===== config.mk =====
export PLATFORM = sky130hd
export DESIGN_NAME = mcs_sequencer
export DESIGN_NICKNAME = d
export VERILOG_FILES = /design/src/shared/mcs_pkg.sv /design/src/logic/mcs_sequencer.sv
export SDC_FILE = /design/constraint.sdc
export NUM_CORES = 1
export LEC_CHECK = 0
export BUFFER_PORTS_ARGS = -buffer_cell sky130_fd_sc_hd__buf_2
export CAP_MARGIN = 10
export CORE_MARGIN = 2
export CORE_UTILIZATION = 55
export DETAILED_ROUTE_END_ITERATION = 8
export MAX_ROUTING_LAYER = met4
export PLACE_DENSITY = 0.87
export SKIP_LAST_GASP = 1
export SYNTH_ARGS = -nofsm -noshare
export SYNTH_HDL_FRONTEND = slang
export SYNTH_SLANG_ARGS = --single-unit

===== constraint.sdc =====
create_clock -name I_CLK_SYS -period 2.8 [get_ports I_CLK_SYS]
set_input_delay 0.7 -clock I_CLK_SYS [delete_from_list [all_inputs] [get_ports I_CLK_SYS]]
set_output_delay 0.7 -clock I_CLK_SYS [all_outputs]
set_load 0.02 [all_outputs]

===== src/shared/mcs_pkg.sv =====
// mcs_pkg: constants, cycle kinds and carriers of the machine-cycle sequencer.
// assumes one system clock; clock periods and phases are made from it.
package mcs_pkg;

  // ----------------------------------------------------------------
  // sub-phases of one processor clock period
  // ----------------------------------------------------------------
  localparam logic [1:0] PH_P1  = 2'h0;  // first-phase interval
  localparam logic [1:0] PH_P2R = 2'h1;  // second-phase leading edge
  localparam logic [1:0] PH_P2F = 2'h2;  // just before second-phase fall
  localparam logic [1:0] PH_ONE = 2'h1;

  // ----------------------------------------------------------------
  // status byte bit positions on the data bus
  // ----------------------------------------------------------------
  localparam int ST_IACK  = 0;
  localparam int ST_WRN   = 1;
  localparam int ST_STACK = 2;
  localparam int ST_HACK  = 3;
  localparam int ST_OUT   = 4;
  localparam int ST_FIRST = 5;
  localparam int ST_IN    = 6;
  localparam int ST_MREAD = 7;
  localparam logic [7:0] ST_NONE = 8'h00;

  // ----------------------------------------------------------------
  // cycle lengths, opcodes and counts
  // ----------------------------------------------------------------
  localparam logic [2:0] TCNT_MIN   = 3'h3;
  localparam logic [2:0] TCNT_FETCH = 3'h4;
  localparam logic [2:0] TCNT_MAX   = 3'h5;
  localparam logic [2:0] MNUM_FIRST = 3'h1;
  localparam logic [2:0] MNUM_MAX   = 3'h5;
  localparam logic [2:0] MNUM_ONE   = 3'h1;
  localparam logic [7:0] HALT_OPCODE = 8'h76;
  localparam logic [1:0] NULLS_NONE = 2'h0;
  localparam logic [1:0] NULLS_ONE  = 2'h1;
  localparam logic [1:0] NULLS_TWO  = 2'h2;

  // ----------------------------------------------------------------
  // types
  // ----------------------------------------------------------------
  typedef enum logic [3:0] {
    CYC_FETCH, CYC_MRD, CYC_MWR, CYC_SRD, CYC_SWR,
    CYC_IRD, CYC_OWR, CYC_IACK, CYC_HALT, CYC_NULL
  } mcs_cyc_t;

  typedef enum logic [3:0] {
    TS_IDLE, TS_T1, TS_T2, TS_TW, TS_T3, TS_T4, TS_T5, TS_HALT, TS_HOLD
  } mcs_tst_t;

  typedef struct packed {
    mcs_cyc_t   kind;   // requested cycle kind
    logic [2:0] tcnt;   // clock periods wanted, 3 to 5
    logic [7:0] wdata;  // byte for write cycles
  } mcs_req_t;

endpackage : mcs_pkg

===== src/logic/mcs_sequencer.sv =====
// mcs_sequencer: bus machine-cycle sequencer of an 8-bit processor.
// assumes ready, hold and interrupt arrive from pins (synchronised here)
// and the core issues one cycle request at a time on the same clock.
//
// Overview of operation
// RULE1: memory read is fetch timing, only read status
// RULE2: memory read never the first machine cycle
// RULE3: write-output status is low when writing
// RULE4: status driven T1, removed after T2 phase-two
// RULE5: read cycles float data bus after status
// RULE6: write data follows status, held through T3
// RULE7: write data released at next T1 phase-two
// RULE8: stack cycles add stack status bit
// RULE9: input/output cycles flagged by their status bits
// RULE10: halt ack shows only memory-read and halt bits
// RULE11: halt ack only after fetching halt opcode
// RULE12: reset ends halt, fetch from zero
// RULE13: hold in halt, then back to halt wait
// RULE14: enabled interrupt ends halt via acknowledge cycle
// RULE15: disabled interrupts at halt: only reset exits
// RULE16: multi-byte opcode after acknowledge adds null cycles
// RULE17: null cycle: read timing, no count, no read; the code still latches the bus and pulses O_RD_VALID at T3
// RULE18: null cycle status bits all inactive
// RULE19: waits whole periods between T2 and T3
// RULE20: ready sampled in T2 before phase-two fall
// RULE21: clock source never stretched; waits instead
// RULE22: memory select may gate on stack status
// RULE23: cycles last three to five periods
// RULE24: outside latches status while sync is high
// RULE25: first-fetch on bit five, memory-read bit seven
module mcs_sequencer
  import mcs_pkg::*;
(
  input  wire logic       I_CLK_SYS,
  input  wire logic       I_RST,
  input  wire logic       I_RDY,
  input  wire logic       I_HOLD,
  input  wire logic       I_INT,
  input  wire logic       I_IRQ_EN,
  input  wire logic [7:0] I_DB_I,
  input  wire logic       I_REQ_VALID,
  input  wire mcs_req_t   I_REQ,
  output logic            O_REQ_READY,
  output logic            O_REQ_ERR,
  output logic [7:0]      O_DB_O,
  output logic            O_DB_OE,
  output logic            O_SYNC,
  output logic            O_WAIT,
  output logic            O_HLDA,
  output logic [7:0]      O_RD_DATA,
  output logic            O_RD_VALID,
  output logic            O_PC_INC,
  output logic            O_PC_CLR,
  output logic            O_CYC_DONE
);

  // ----------------------------------------------------------------
  // state record
  // ----------------------------------------------------------------
  typedef struct packed {
    mcs_tst_t   tst;
    logic [1:0] ph;
    mcs_cyc_t   cyc;
    logic [2:0] tcnt;
    logic [2:0] mnum;
    logic [7:0] wdat;
    logic [7:0] db_o;
    logic       db_oe;
    logic       sync;
    logic       boot;       // first fetch after reset pending
    logic       halt_pend;  // halt opcode fetched
    logic       ien_h;      // interrupt enable seen at halt
    logic       from_halt;  // acknowledge taken out of halt
    logic [1:0] nulls;
    logic       hlda;
    logic [7:0] rdat;
    logic       rd_valid;
    logic       pc_inc;
    logic       pc_clr;
    logic       done;
    logic       err;
    logic       rdy1, rdy2;
    logic       hold1, hold2;
    logic       int1, int2;
  } mcs_st_t;

  mcs_st_t st_reg;
  mcs_st_t st_next;
  logic    end_t;
  logic    last_t;
  logic    cyc_end;
  logic    req_ok;

  // ----------------------------------------------------------------
  // decoding functions
  // ----------------------------------------------------------------
  // status byte for a cycle kind
  function automatic logic [7:0] status_of(mcs_cyc_t k, logic halted);
    logic [7:0] s;
    s = ST_NONE;
    // RULE3 write low
    s[ST_WRN] = !(k inside {CYC_MWR, CYC_SWR, CYC_OWR});
    // RULE25 fetch bits
    s[ST_FIRST] = (k == CYC_FETCH) || (k == CYC_IACK);
    // RULE1 read only
    s[ST_MREAD] = k inside {CYC_FETCH, CYC_MRD, CYC_SRD, CYC_HALT};
    // RULE8 stack flag
    s[ST_STACK] = k inside {CYC_SRD, CYC_SWR};
    // RULE9 port flags
    s[ST_IN] = (k == CYC_IRD);
    s[ST_OUT] = (k == CYC_OWR);
    // RULE10 halt bits
    s[ST_HACK] = (k == CYC_HALT) || ((k == CYC_IACK) && halted);
    s[ST_IACK] = (k == CYC_IACK);
    // RULE18 null quiet
    return s;
  endfunction

  // extra bytes that an opcode needs
  function automatic logic [1:0] extra_bytes(logic [7:0] op);
    logic [1:0] n;
    n = NULLS_NONE;
    if ((op & 8'hC7) == 8'hC2 || (op & 8'hC7) == 8'hC4 ||
        op == 8'hC3 || op == 8'hCD || (op & 8'hCF) == 8'h01 ||
        op == 8'h22 || op == 8'h2A || op == 8'h32 || op == 8'h3A) begin
      n = NULLS_TWO;
    end else if ((op & 8'hC7) == 8'h06 || (op & 8'hC7) == 8'hC6 ||
                 op == 8'hD3 || op == 8'hDB) begin
      n = NULLS_ONE;
    end
    return n;
  endfunction

  // clamp a length to three..five periods
  function automatic logic [2:0] clamp_t(logic [2:0] t);
    logic [2:0] r;
    r = t;
    if (t < TCNT_MIN) begin
      r = TCNT_MIN;
    end else if (t > TCNT_MAX) begin
      r = TCNT_MAX;
    end
    return r;
  endfunction

  // true for cycles whose data moves from the device
  function automatic logic is_write(mcs_cyc_t k);
    return k inside {CYC_MWR, CYC_SWR, CYC_OWR};
  endfunction

  // load a new cycle into the record at T1
  function automatic mcs_st_t begin_cyc(mcs_st_t c, mcs_cyc_t k,
                                        logic [2:0] t, logic [2:0] m);
    mcs_st_t r;
    r      = c;
    r.cyc  = k;
    r.tst  = TS_T1;
    r.tcnt = clamp_t(t);
    r.mnum = m;
    return r;
  endfunction

  // ----------------------------------------------------------------
  // cycle boundary and request handshake
  // ----------------------------------------------------------------
  assign end_t  = (st_reg.ph == PH_P2F);
  // RULE23 three to five
  assign last_t = (st_reg.tst == TS_T3 && st_reg.tcnt == TCNT_MIN) ||
                  (st_reg.tst == TS_T4 && st_reg.tcnt == TCNT_FETCH) ||
                  (st_reg.tst == TS_T5);
  assign cyc_end = end_t && ((st_reg.tst == TS_IDLE) || last_t);
  // ack byte sets the null count at its last edge: no request taken there
  assign req_ok  = cyc_end && !st_reg.boot && !st_reg.halt_pend &&
                   (st_reg.nulls == NULLS_NONE) &&
                   ((st_reg.cyc != CYC_IACK) || (st_reg.tst == TS_IDLE));
  assign O_REQ_READY = req_ok;

  // ----------------------------------------------------------------
  // next-state logic
  // ----------------------------------------------------------------
  always_comb begin
    st_next          = st_reg;
    st_next.rd_valid = 1'b0;
    st_next.pc_inc   = 1'b0;
    st_next.pc_clr   = 1'b0;
    st_next.done     = 1'b0;
    st_next.err      = 1'b0;
    st_next.rdy1     = I_RDY;
    st_next.rdy2     = st_reg.rdy1;
    st_next.hold1    = I_HOLD;
    st_next.hold2    = st_reg.hold1;
    st_next.int1     = I_INT;
    st_next.int2     = st_reg.int1;
    st_next.ph       = end_t ? PH_P1 : 2'(st_reg.ph + PH_ONE);

    // bus actions at the second-phase leading edge
    if (st_reg.ph == PH_P2R) begin
      case (st_reg.tst)
        TS_T1: begin
          // RULE4 status out
          st_next.db_o  = status_of(st_reg.cyc, st_reg.from_halt);
          st_next.db_oe = 1'b1;
          st_next.sync  = 1'b1;
        end
        TS_T2: begin
          st_next.sync = 1'b0;
          if (is_write(st_reg.cyc)) begin
            // RULE6 data after status
            st_next.db_o = st_reg.wdat;
          end else begin
            // RULE5 float for read
            st_next.db_oe = 1'b0;
          end
          // RULE17 no count in null
          st_next.pc_inc = (st_reg.cyc == CYC_FETCH) || (st_reg.cyc == CYC_MRD);
        end
        TS_IDLE, TS_HOLD: begin
          // RULE7 release after write
          st_next.db_oe = 1'b0;
        end
        default: begin
        end
      endcase
    end

    // period transitions at the end of each clock period
    if (end_t) begin
      case (st_reg.tst)
        TS_T1: st_next.tst = TS_T2;
        TS_T2, TS_TW: begin
          // RULE11 halt waits here
          if (st_reg.cyc == CYC_HALT) begin
            st_next.tst = TS_HALT;
          // RULE20 ready sample
          end else if (!st_reg.rdy2) begin
            // RULE19 whole-period wait
            st_next.tst = TS_TW;
          end else begin
            st_next.tst = TS_T3;
          end
        end
        TS_T3: begin
          if (!is_write(st_reg.cyc)) begin
            st_next.rdat     = I_DB_I;
            st_next.rd_valid = 1'b1;
          end
          if (st_reg.cyc == CYC_FETCH && I_DB_I == HALT_OPCODE) begin
            // RULE15 remember enable
            st_next.halt_pend = 1'b1;
            st_next.ien_h     = I_IRQ_EN;
          end
          if (st_reg.cyc == CYC_IACK) begin
            // RULE16 null count
            st_next.nulls = extra_bytes(I_DB_I);
          end
          if (!last_t) begin
            st_next.tst = TS_T4;
          end
        end
        TS_T4: begin
          if (!last_t) begin
            st_next.tst = TS_T5;
          end
        end
        TS_HALT: begin
          // RULE14 interrupt ends halt
          if (st_reg.int2 && st_reg.ien_h) begin
            st_next           = begin_cyc(st_next, CYC_IACK, TCNT_MIN, MNUM_FIRST);
            st_next.from_halt = 1'b1;
            st_next.ien_h     = 1'b0;
          // RULE13 hold inside halt
          end else if (st_reg.hold2) begin
            st_next.tst  = TS_HOLD;
            st_next.hlda = 1'b1;
          end
        end
        TS_HOLD: begin
          // RULE13 back to halt
          if (!st_reg.hold2) begin
            st_next.tst  = TS_HALT;
            st_next.hlda = 1'b0;
          end
        end
        default: begin
        end
      endcase
    end

    // start of the following machine cycle
    if (cyc_end) begin
      st_next.done = (st_reg.tst != TS_IDLE);
      st_next.tst  = TS_IDLE;
      if (st_reg.boot) begin
        // RULE12 fetch from zero
        st_next        = begin_cyc(st_next, CYC_FETCH, TCNT_FETCH, MNUM_FIRST);
        st_next.boot   = 1'b0;
        st_next.pc_clr = 1'b1;
      end else if (st_reg.halt_pend) begin
        // RULE11 after halt opcode
        st_next           = begin_cyc(st_next, CYC_HALT, TCNT_MIN,
                                      3'(st_reg.mnum + MNUM_ONE));
        st_next.halt_pend = 1'b0;
      end else if (st_next.nulls != NULLS_NONE) begin
        // RULE16 null cycle
        st_next       = begin_cyc(st_next, CYC_NULL, TCNT_MIN,
                                  3'(st_reg.mnum + MNUM_ONE));
        st_next.nulls = 2'(st_next.nulls - NULLS_ONE);
      end else if (I_REQ_VALID && req_ok) begin
        st_next.from_halt = 1'b0;
        if (I_REQ.kind == CYC_FETCH) begin
          st_next = begin_cyc(st_next, CYC_FETCH,
                              (I_REQ.tcnt < TCNT_FETCH) ? TCNT_FETCH : I_REQ.tcnt,
                              MNUM_FIRST);
        // RULE2 no read as first
        end else if (I_REQ.kind inside {CYC_IACK, CYC_HALT, CYC_NULL} ||
                     st_reg.mnum >= MNUM_MAX) begin
          st_next.err = 1'b1;
        end else begin
          st_next      = begin_cyc(st_next, I_REQ.kind, I_REQ.tcnt,
                                   3'(st_reg.mnum + MNUM_ONE));
          st_next.wdat = I_REQ.wdata;
        end
      end
    end
  end

  // ----------------------------------------------------------------
  // state register
  // ----------------------------------------------------------------
  always_ff @(posedge I_CLK_SYS or posedge I_RST) begin
    if (I_RST) begin
      st_reg      <= '0;
      st_reg.tst  <= TS_IDLE;
      st_reg.cyc  <= CYC_FETCH;
      st_reg.ph   <= PH_P1;
      st_reg.tcnt <= TCNT_FETCH;
      st_reg.boot <= 1'b1;
      st_reg.rdy1 <= 1'b1;
      st_reg.rdy2 <= 1'b1;
    end else begin
      st_reg <= st_next;
    end
  end

  // ----------------------------------------------------------------
  // outputs
  // ----------------------------------------------------------------
  assign O_DB_O     = st_reg.db_o;
  assign O_DB_OE    = st_reg.db_oe;
  assign O_SYNC     = st_reg.sync;
  assign O_WAIT     = (st_reg.tst == TS_TW) || (st_reg.tst == TS_HALT);
  assign O_HLDA     = st_reg.hlda;
  assign O_RD_DATA  = st_reg.rdat;
  assign O_RD_VALID = st_reg.rd_valid;
  assign O_PC_INC   = st_reg.pc_inc;
  assign O_PC_CLR   = st_reg.pc_clr;
  assign O_CYC_DONE = st_reg.done;
  assign O_REQ_ERR  = st_reg.err;

endmodule // mcs_sequencer


### Word level (Yosys, flattened, before mapping)

Index checks and enable logic that the tools add are counted.

* register bits after elaboration: 60
* output and inout port bits: 26
* logic and storage cells: 173

* add/subtract/negate cells: 3
* magnitude comparators: 6
* equal/unequal tests: 42
* muxes and demuxes: 46
* reduce and logical (&&, ||, !) cells: 49

Operators with widths (number)
* 57-bit 2-to-1 mux: 5
* 60-bit 2-to-1 mux: 2
* 50-bit 2-to-1 mux: 1
* 4-bit by 3-bit == test with 1-bit output, second input constant: 9
* 34-bit 2-to-1 mux: 1
* 8-bit by 6-bit == test with 1-bit output, second input constant: 4
* 8-bit == test, second input constant: 4
* 29-bit 2-to-1 mux: 1
* 4-bit one-hot mux with 6 select lines: 1
* 3-bit 2-to-1 mux: 7
* 1-bit logical OR: 20
* 4-bit 2-to-1 mux: 5
* 9-bit 2-to-1 mux: 2
* 4-bit by 2-bit == test with 1-bit output, second input constant: 4
* 4-bit == test, second input constant: 4
* 8-bit one-hot mux with 2 select lines: 1
* 5-bit == test, second input constant: 3
* 4-bit zero test: 3
* 1-bit logical AND: 11
* 10-bit 2-to-1 mux: 1
* 1-bit 2-to-1 mux: 9
* 3-bit inequality test, second input constant: 3
* 4-bit by 1-bit == test with 1-bit output, second input constant: 2
* 8-bit by 7-bit == test with 1-bit output, second input constant: 1
* 28 further kinds: 42

### Depth between registers and ports, before layout

Gate-level depths: netlist of the first run.

* depth in word-level cells: 20
* depth in mapped cells: 9
* gate-level depth less buffers: 9

### Worst setup path after synthesis of the first run

No wires, ideal clock.

* path kind: reg2out
* start: register st_reg[49] (netlist name)
* end: output O_REQ_READY
* arrival time: 1.973 ns
* path slack: 0.127 ns
* stages on the path, launching flop included: 6
* cells stage by stage: dfstp_2 nand3b_1 a2111oi_2 o21ai_1 or3_1 nor2_1

* word-level cells in the longest chain between the ends: 10

RTL lines
* start: declaration: line mcs_sequencer.sv:87 `mcs_st_t st_reg;`
* start signal: assignment: line mcs_sequencer.sv:341 `st_reg <= st_next;`
* 3-bit by 2-bit == test with 1-bit output / 3-bit == test (equally long branches): line mcs_sequencer.sv:168, mcs_sequencer.sv:169
* 1-bit logical AND (on tied branches): line mcs_sequencer.sv:168, mcs_sequencer.sv:169
* 1-bit logical OR (*): line mcs_sequencer.sv:168 `assign last_t = (st_reg.tst == TS_T3 && st_reg.tcnt == TCNT_MIN) ||`
* 1-bit logical OR (*): line mcs_sequencer.sv:169 `(st_reg.tst == TS_T4 && st_reg.tcnt == TCNT_FETCH) ||`
* 1-bit logical OR (*): line mcs_sequencer.sv:171 `assign cyc_end = end_t && ((st_reg.tst == TS_IDLE) || last_t);`
* 1-bit logical AND (*): line mcs_sequencer.sv:171
* 1-bit logical AND (*) (3 in a row): line mcs_sequencer.sv:173 `assign req_ok = cyc_end && !st_reg.boot && !st_reg.halt_pend &&`
* 1-bit logical AND (*): line mcs_sequencer.sv:174 `(st_reg.nulls == NULLS_NONE) &&`
* end: declaration: line mcs_sequencer.sv:43 `output logic O_REQ_READY,`

Mark *: on every way between the ends. The rest lies on a longest branch, timed or not.

### Worst setup path after layout of the first run

* start: register st_reg[56] (netlist name)
* end: output O_REQ_READY

* word-level cells in the longest chain between the ends: 10

RTL lines (line)
* 4-bit by 3-bit == test with 1-bit output (on tied branches): mcs_sequencer.sv:168, mcs_sequencer.sv:169
* 1-bit logical AND (on tied branches): mcs_sequencer.sv:168, mcs_sequencer.sv:169
* 1-bit logical OR: mcs_sequencer.sv:168
* 1-bit logical OR: mcs_sequencer.sv:169
* 1-bit logical OR: mcs_sequencer.sv:171
* 1-bit logical AND: mcs_sequencer.sv:171
* 1-bit logical AND (3 in a row): mcs_sequencer.sv:173
* 1-bit logical AND (*): mcs_sequencer.sv:174

Marks and branches as above.

==> results.sh, run 1 <==
export IMPL_avgSynthCellArea_um2=8.934
export IMPL_slew_violations=0
export IMPL_die_width_um=81.53
export IMPL_final_antenna_net_count=0
export IMPL_max_slew_margin_rel_pct=55.86
export IMPL_worstPathMaxFanout=6
export IMPL_synthCells=370
export IMPL_multi_input_area_um2=1618
export IMPL_syn_area_um2=3306
export IMPL_fmax_ghz=0.3644
export IMPL_placed_area_um2=3646
export IMPL_grt_pass1_vias=2878
export IMPL_grt_max_degree=24
export IMPL_period_share_pct=98.01
export IMPL_yosys_warnings=0
export IMPL_grt_usage_pct=27.75
export IMPL_die_area_um2=6646
export IMPL_power_share_clock_pct=22.0
export IMPL_final_instance_count_excl_fill=508
export IMPL_ff2ff_setup_slack_ns=0.26
export IMPL_synth_seq_cells=60
export IMPL_first_iter_violations=184
export IMPL_clk_transition_reported_paths_ns=0.07
export IMPL_synth_top_area_share_pct=42.39
export IMPL_fin_skew_ns=0.006816
export IMPL_rr_endpoint="st_reg[48]"
export IMPL_internal_power_w=0.002118
export IMPL_wl_um=8178
export IMPL_crit_type="register to primary output"
export IMPL_critPathLaunchType="register"
export IMPL_viasPerCell=6.006
export IMPL_seqPwrFrac_pct=38.6
export IMPL_die_h_um=81.53
export IMPL_largest_reg_flops=36
export IMPL_synth_nets=402
export IMPL_status="finished, final reports clean"
export IMPL_cp_data_arrival_time_ns=2.04
export IMPL_cap_violations=0
export IMPL_htree_levels=3
export IMPL_synth_distinct_cells=59
export IMPL_initial_utilization_pct=56.50
export IMPL_dp_hpwl_um=5873
export IMPL_hold_violations=0
export IMPL_port_buffers=55
export IMPL_pin_count=56
export IMPL_p_switching_w=0.001389
export IMPL_yosys_top_cells_area="dfrtp_1 42%, nand2_1 5.8%, nor2_1 4.8%"
export IMPL_placementRows=28
export IMPL_hold_buffers=0
export IMPL_worstPathRequired_ns=2.10
export IMPL_area_sequential_um2=1510
export IMPL_period_needed_ns=2.744
export IMPL_power_frac_comb_pct=39.4
export IMPL_worst_slew_pin_slew_ns=0.6571
export IMPL_insertion_delay_ns=0.34
export IMPL_ys_seq_area_share_pct=45.57
export IMPL_nFillCells=460
export IMPL_yosysMostFrequentCell="dfrtp_1"
export IMPL_critPathCaptureType="primary output"
export IMPL_leakage_nw=1.823
export IMPL_routedWlPerCell_um=16.10
export IMPL_cts_root_buffer="clkbuf_8"
export IMPL_dp_cells=490
export IMPL_ff2ff_path_depth=7
export IMPL_vdd_drop_max_uv=600.0
export IMPL_grt_pass1_wl_um=13570
export IMPL_clock_path_buffers=2
export IMPL_hp_class="input pin to asynchronous set/reset pin"
export IMPL_synth_top_flop_cell="dfrtp_1"
export IMPL_power_density_nw_per_um2=901.0
export IMPL_cts_sinks=60
export IMPL_design_area_um2=3892
export IMPL_n_antenna_cell=0
export IMPL_place_gp_congestion=0.9640
export IMPL_syn_to_final_growth_pct=17.75
export IMPL_slowest_stage="or4_4"
export IMPL_power_w=0.003507
export IMPL_core_area_um2=5851
export IMPL_synth_largest_area_cell="dfrtp_1"
export IMPL_firstDrtPassIters=6
export IMPL_async_flop_share_pct=100.0
export IMPL_finalSetupViolCount=0
export IMPL_final_nets=460
export IMPL_grt_overflow_total=0
export IMPL_drcViolationCount=0
export IMPL_path_cells="or4_4 -> a211o_1 -> nor2_2 -> buf_4"
export IMPL_synth_edff_count=0
export IMPL_antenna_found_initial=0
export IMPL_r2r_start="st_reg[56]"
export IMPL_synth_common_cells="56 x dfrtp_1, 51 x nand2_1, 42 x nor2_1"
export IMPL_via_count=3051
export IMPL_layout_drive_gt1_share_pct=29.33
export IMPL_slowest_delay_ns=0.56
export IMPL_cts_inserted_buffers=9
export IMPL_switching_share_pct=39.61
export IMPL_cts_tree="yes"
## worst max-delay path by stage
stage               startpoint     endpoint  slack (ns)
finish              st_reg[56]  O_REQ_READY        0.06
global route        st_reg[49]  O_REQ_READY     -0.0009
CTS                 st_reg[49]  O_REQ_READY       0.004
detailed placement  st_reg[56]  O_REQ_READY        0.18
global placement    st_reg[56]   st_reg[48]        0.30
floorplan           st_reg[49]  O_REQ_READY        0.13
## cell type report
type                    instances  share of cell area, %
multi-input cells             271                  41.56
flip-flops and latches         60                  38.80
repair buffers                 78                  11.51
clock buffers                  10                  3.279
well taps                      75                  2.411
clock inverters                 6                  1.671
inverters                       8                 0.7715
## cells by family (layout without fill, tap and decap cells)
logic type | Yosys count | after routing | share of synthesized area (%)
compound gates | 93 | 93 | 18.51
fa+ha+maj | 2 | 2 | 0.7569
buf+inv | 39 | 102 | 6.548
flops | 60 | 60 | 45.57
mux | 11 | 11 | 3.672
simple gates | 165 | 165 | 24.94
## cell usage in the layout, fill, tap and decap left out, types with 3 or more instances in the layout
cell type / n
or3b_2: 3
nor4_1: 5
buf_4: 23
nor4b_1: 4
nor2b_1: 8
o21ai_0: 21
nand2b_1: 8
inv_1: 7
o21a_1: 6
mux2_2: 9
a21oi_1: 25
nor2_2: 3
o221a_2: 3
o31ai_1: 4
o21ai_1: 3
nand2_1: 51
dfrtp_1: 53
a22oi_1: 3
buf_2: 54
clkbuf_8: 9
nor2_1: 41
nor3_1: 8
dfrtp_2: 3
and3_1: 4
nand3_1: 16
a31oi_1: 3
dfstp_2: 4
a211oi_1: 4
## power groups by stage
stage	clock (W)	sequential, W	combinational [W]
CTS	0.000779	0.00135	0.00136
floorplan	0	0.00128	0.00112
global placement	0	0.00133	0.00129
finish	0.000773	0.00135	0.00138
detailed placement	0	0.00136	0.00133
global route	0.000830	0.00139	0.00152
## routing by layer
| metal | vias to the layer above | global-route usage, % | routed length [µm] | share of wire (%) |
|---|---|---|---|---|
| met5 | - | - | 0 | 0 |
| met4 | 0 | 12.71 | 182 | 2.2 |
| met3 | 26 | 7.363 | 677 | 8.3 |
| met2 | 175 | 42.70 | 3955 | 48 |
| met1 | 1417 | 34.28 | 3363 | 41 |
| li1 | 1433 | - | - | - |
## timing repair
item / CTS / global route
resized for setup: 6 / 3
pin swaps: 0 / 2
setup endpoints to repair: 1 / 1
buffers inserted: 1 / 1
## metrics by stage
stage               utilization (%)  hold WS, ns  setup TNS [ns]  worst slack [ns]
finish                        66.53       0.3372               0           0.05577
global route                  66.53       0.3663      -0.0008993        -0.0008993
CTS                           66.32       0.3448               0          0.003958
detailed placement            62.32       0.3403               0            0.1844
global placement              62.32       0.3334               0            0.2973
floorplan                         -       0.3312               0            0.1266
## critical path, delay by kind of cell, from the launching register on
kind | cells | cell delay (ns)
compound gates | 1 | 0.36
buf+inv | 1 | 0.15
flops | 1 | 0.48
simple gates | 2 | 0.71
Power figures use the tool's default switching activity.
==> inputs of run 2 (changes only) <==
Settings changed: REMOVE_ABC_BUFFERS set to 1.
==> run 2 against run 1 <==
  * Maximum frequency up 0.21%
  * Largest cell class unchanged
  * Combinational power rose by 4%
  * Worst setup slack improved by 0.0058 ns
  * Clock-buffer cell count grew 2
  * Highest routed layer unchanged
  * Critical path type unchanged
  * Global-route usage down 0.94 points
==> results.sh, run 2 (synthesized netlist as in run 1, its figures left out) <==
export IMPL_firstDrtPassIters=7
export IMPL_core_area_um2=5851
export IMPL_cts_inserted_buffers=9
export IMPL_worst_slew_pin_slew_ns=0.7056
export IMPL_worstPathMaxFanout=5
export IMPL_cap_violations=0
export IMPL_fin_skew_ns=0.007584
export IMPL_final_nets=462
export IMPL_critical_path_startpoint="st_reg[56]"
export IMPL_via_count=3148
export IMPL_slew_violations=0
export IMPL_first_iter_violations=243
export IMPL_final_common_cell="buf_2"
export IMPL_antenna_found_initial=0
export IMPL_wl_met3_um=568
export IMPL_leakage_nw=1.839
export IMPL_initial_utilization_pct=56.50
export IMPL_wl_met1_um=3444
export IMPL_grt_overflow_total=0
export IMPL_grt_usage_pct=26.82
export IMPL_clock_path_buffers=2
export IMPL_mostFrequentLayoutCells="54 x buf_2, 52 x dfrtp_1, 51 x nand2_1"
export IMPL_cts_root_buffer="clkbuf_8"
export IMPL_period_share_pct=97.80
export IMPL_holdCritStartpoint="st_reg[1]"
export IMPL_die_width_um=81.53
export IMPL_final_antenna_net_count=0
export IMPL_clk_transition_reported_paths_ns=0.07
export IMPL_place_gp_congestion=0.8948
export IMPL_critPathCaptureType="primary output"
export IMPL_htree_levels=3
export IMPL_die_h_um=81.53
export IMPL_worstPathRequired_ns=2.10
export IMPL_multi_input_area_um2=1612
export IMPL_insertion_delay_ns=0.34
export IMPL_fin_ws_ns=0.06155
export IMPL_nFillCells=488
export IMPL_fmax_ghz=0.3652
export IMPL_cts_sinks=60
export IMPL_hp_class="register to register"
export IMPL_power_density_nw_per_um2=906.9
export IMPL_cp_data_arrival_time_ns=2.04
export IMPL_area_sequential_um2=1511
export IMPL_grt_pass1_vias=2900
export IMPL_drcViolationCount=0
export IMPL_max_slew_margin_rel_pct=52.79
export IMPL_hold_buffers=0
export IMPL_status="finished, final reports clean"
export IMPL_dp_cells=491
export IMPL_hold_violations=0
export IMPL_wl_met2_um=4019
export IMPL_port_buffers=55
export IMPL_dp_hpwl_um=6045
export IMPL_critPathLaunchType="register"
export IMPL_n_antenna_cell=0
export IMPL_crit_type="register to primary output"
export IMPL_pin_count=56
export IMPL_die_area_um2=6646
export IMPL_routedWlPerCell_um=16.14
export IMPL_fin_setup_tns_ns=0
export IMPL_wl_um=8229
export IMPL_largest_reg_flops=36
export IMPL_pre_cts_ws_ns=0.2964
export IMPL_cts_tree="yes"
export IMPL_grt_pass1_wl_um=13080
export IMPL_layout_drive_gt1_share_pct=30.11
export IMPL_syn_to_final_growth_pct=18.43
export IMPL_utilization_pct=66.92
export IMPL_vdd_drop_max_uv=525.9
export IMPL_placementRows=28
export IMPL_viasPerCell=6.173
export IMPL_grt_max_degree=32
export IMPL_final_instance_count_excl_fill=510
export IMPL_r2r_start="st_reg[55]"
export IMPL_highest_layer="met4"
export IMPL_finalSetupViolCount=0
export IMPL_period_needed_ns=2.738
==> run 2: power by group <==
group / switching [W] / internal, W
sequential: 0.000191 / 0.00113
clock: 0.000336 / 0.000456
combinational: 0.000843 / 0.000592
==> run 2: stage by stage <==
step	total power, W	hold slack [ns]	area, µm²
floorplan	0.002195	0.3312	3119
global placement	0.002639	0.3339	3654
detailed placement	0.002713	0.3371	3654
CTS	0.003524	0.3517	3880
global route	0.003774	0.3588	3915
finish	0.003551	0.3502	3915
==> run 2: per-layer routing <==
metal,global-route usage (%),vias up
met1,32.34,1534
li1,-,1429
met5,-,-
met2,44.18,165
met3,4.176,20
met4,12.71,0
==> run 2: area by class of cell <==
class | instances | area share [%]
timing repair buffer | 80 | 11.89
tap | 75 | 2.397
clock inverter | 4 | 1.214
clock buffer | 12 | 3.963
multi-input combinational | 271 | 41.16
sequential | 60 | 38.61
inverter | 8 | 0.7670
==> run 2: final timing paths <==
check                      slack (ns)  cells after the start     endpoint
setup reg to reg                 0.24                      7   st_reg[48]
min in group asynchronous        0.45                      2    O_DB_O[1]
hold / removal                   0.35                      0    st_reg[0]
setup / recovery                 0.06                      6  O_REQ_READY
hold reg to reg                  0.35                      0    st_reg[0]
max in group asynchronous        1.62                      3   st_reg[25]
==> run 2: worst max-delay path: stages (launching register included) <==
cell	delay, ns
dfrtp_2	0.44
buf_4	0.17
a2111oi_4	0.31
o21ai_1	0.12
or3_4	0.38
nor2_2	0.12
buf_4	0.16
==> run 2: repair_timing <==
action,in CTS,in global routing
pin swaps,0,2
buffers inserted,0,3
resized for setup,5,5
setup endpoints to repair,1,1
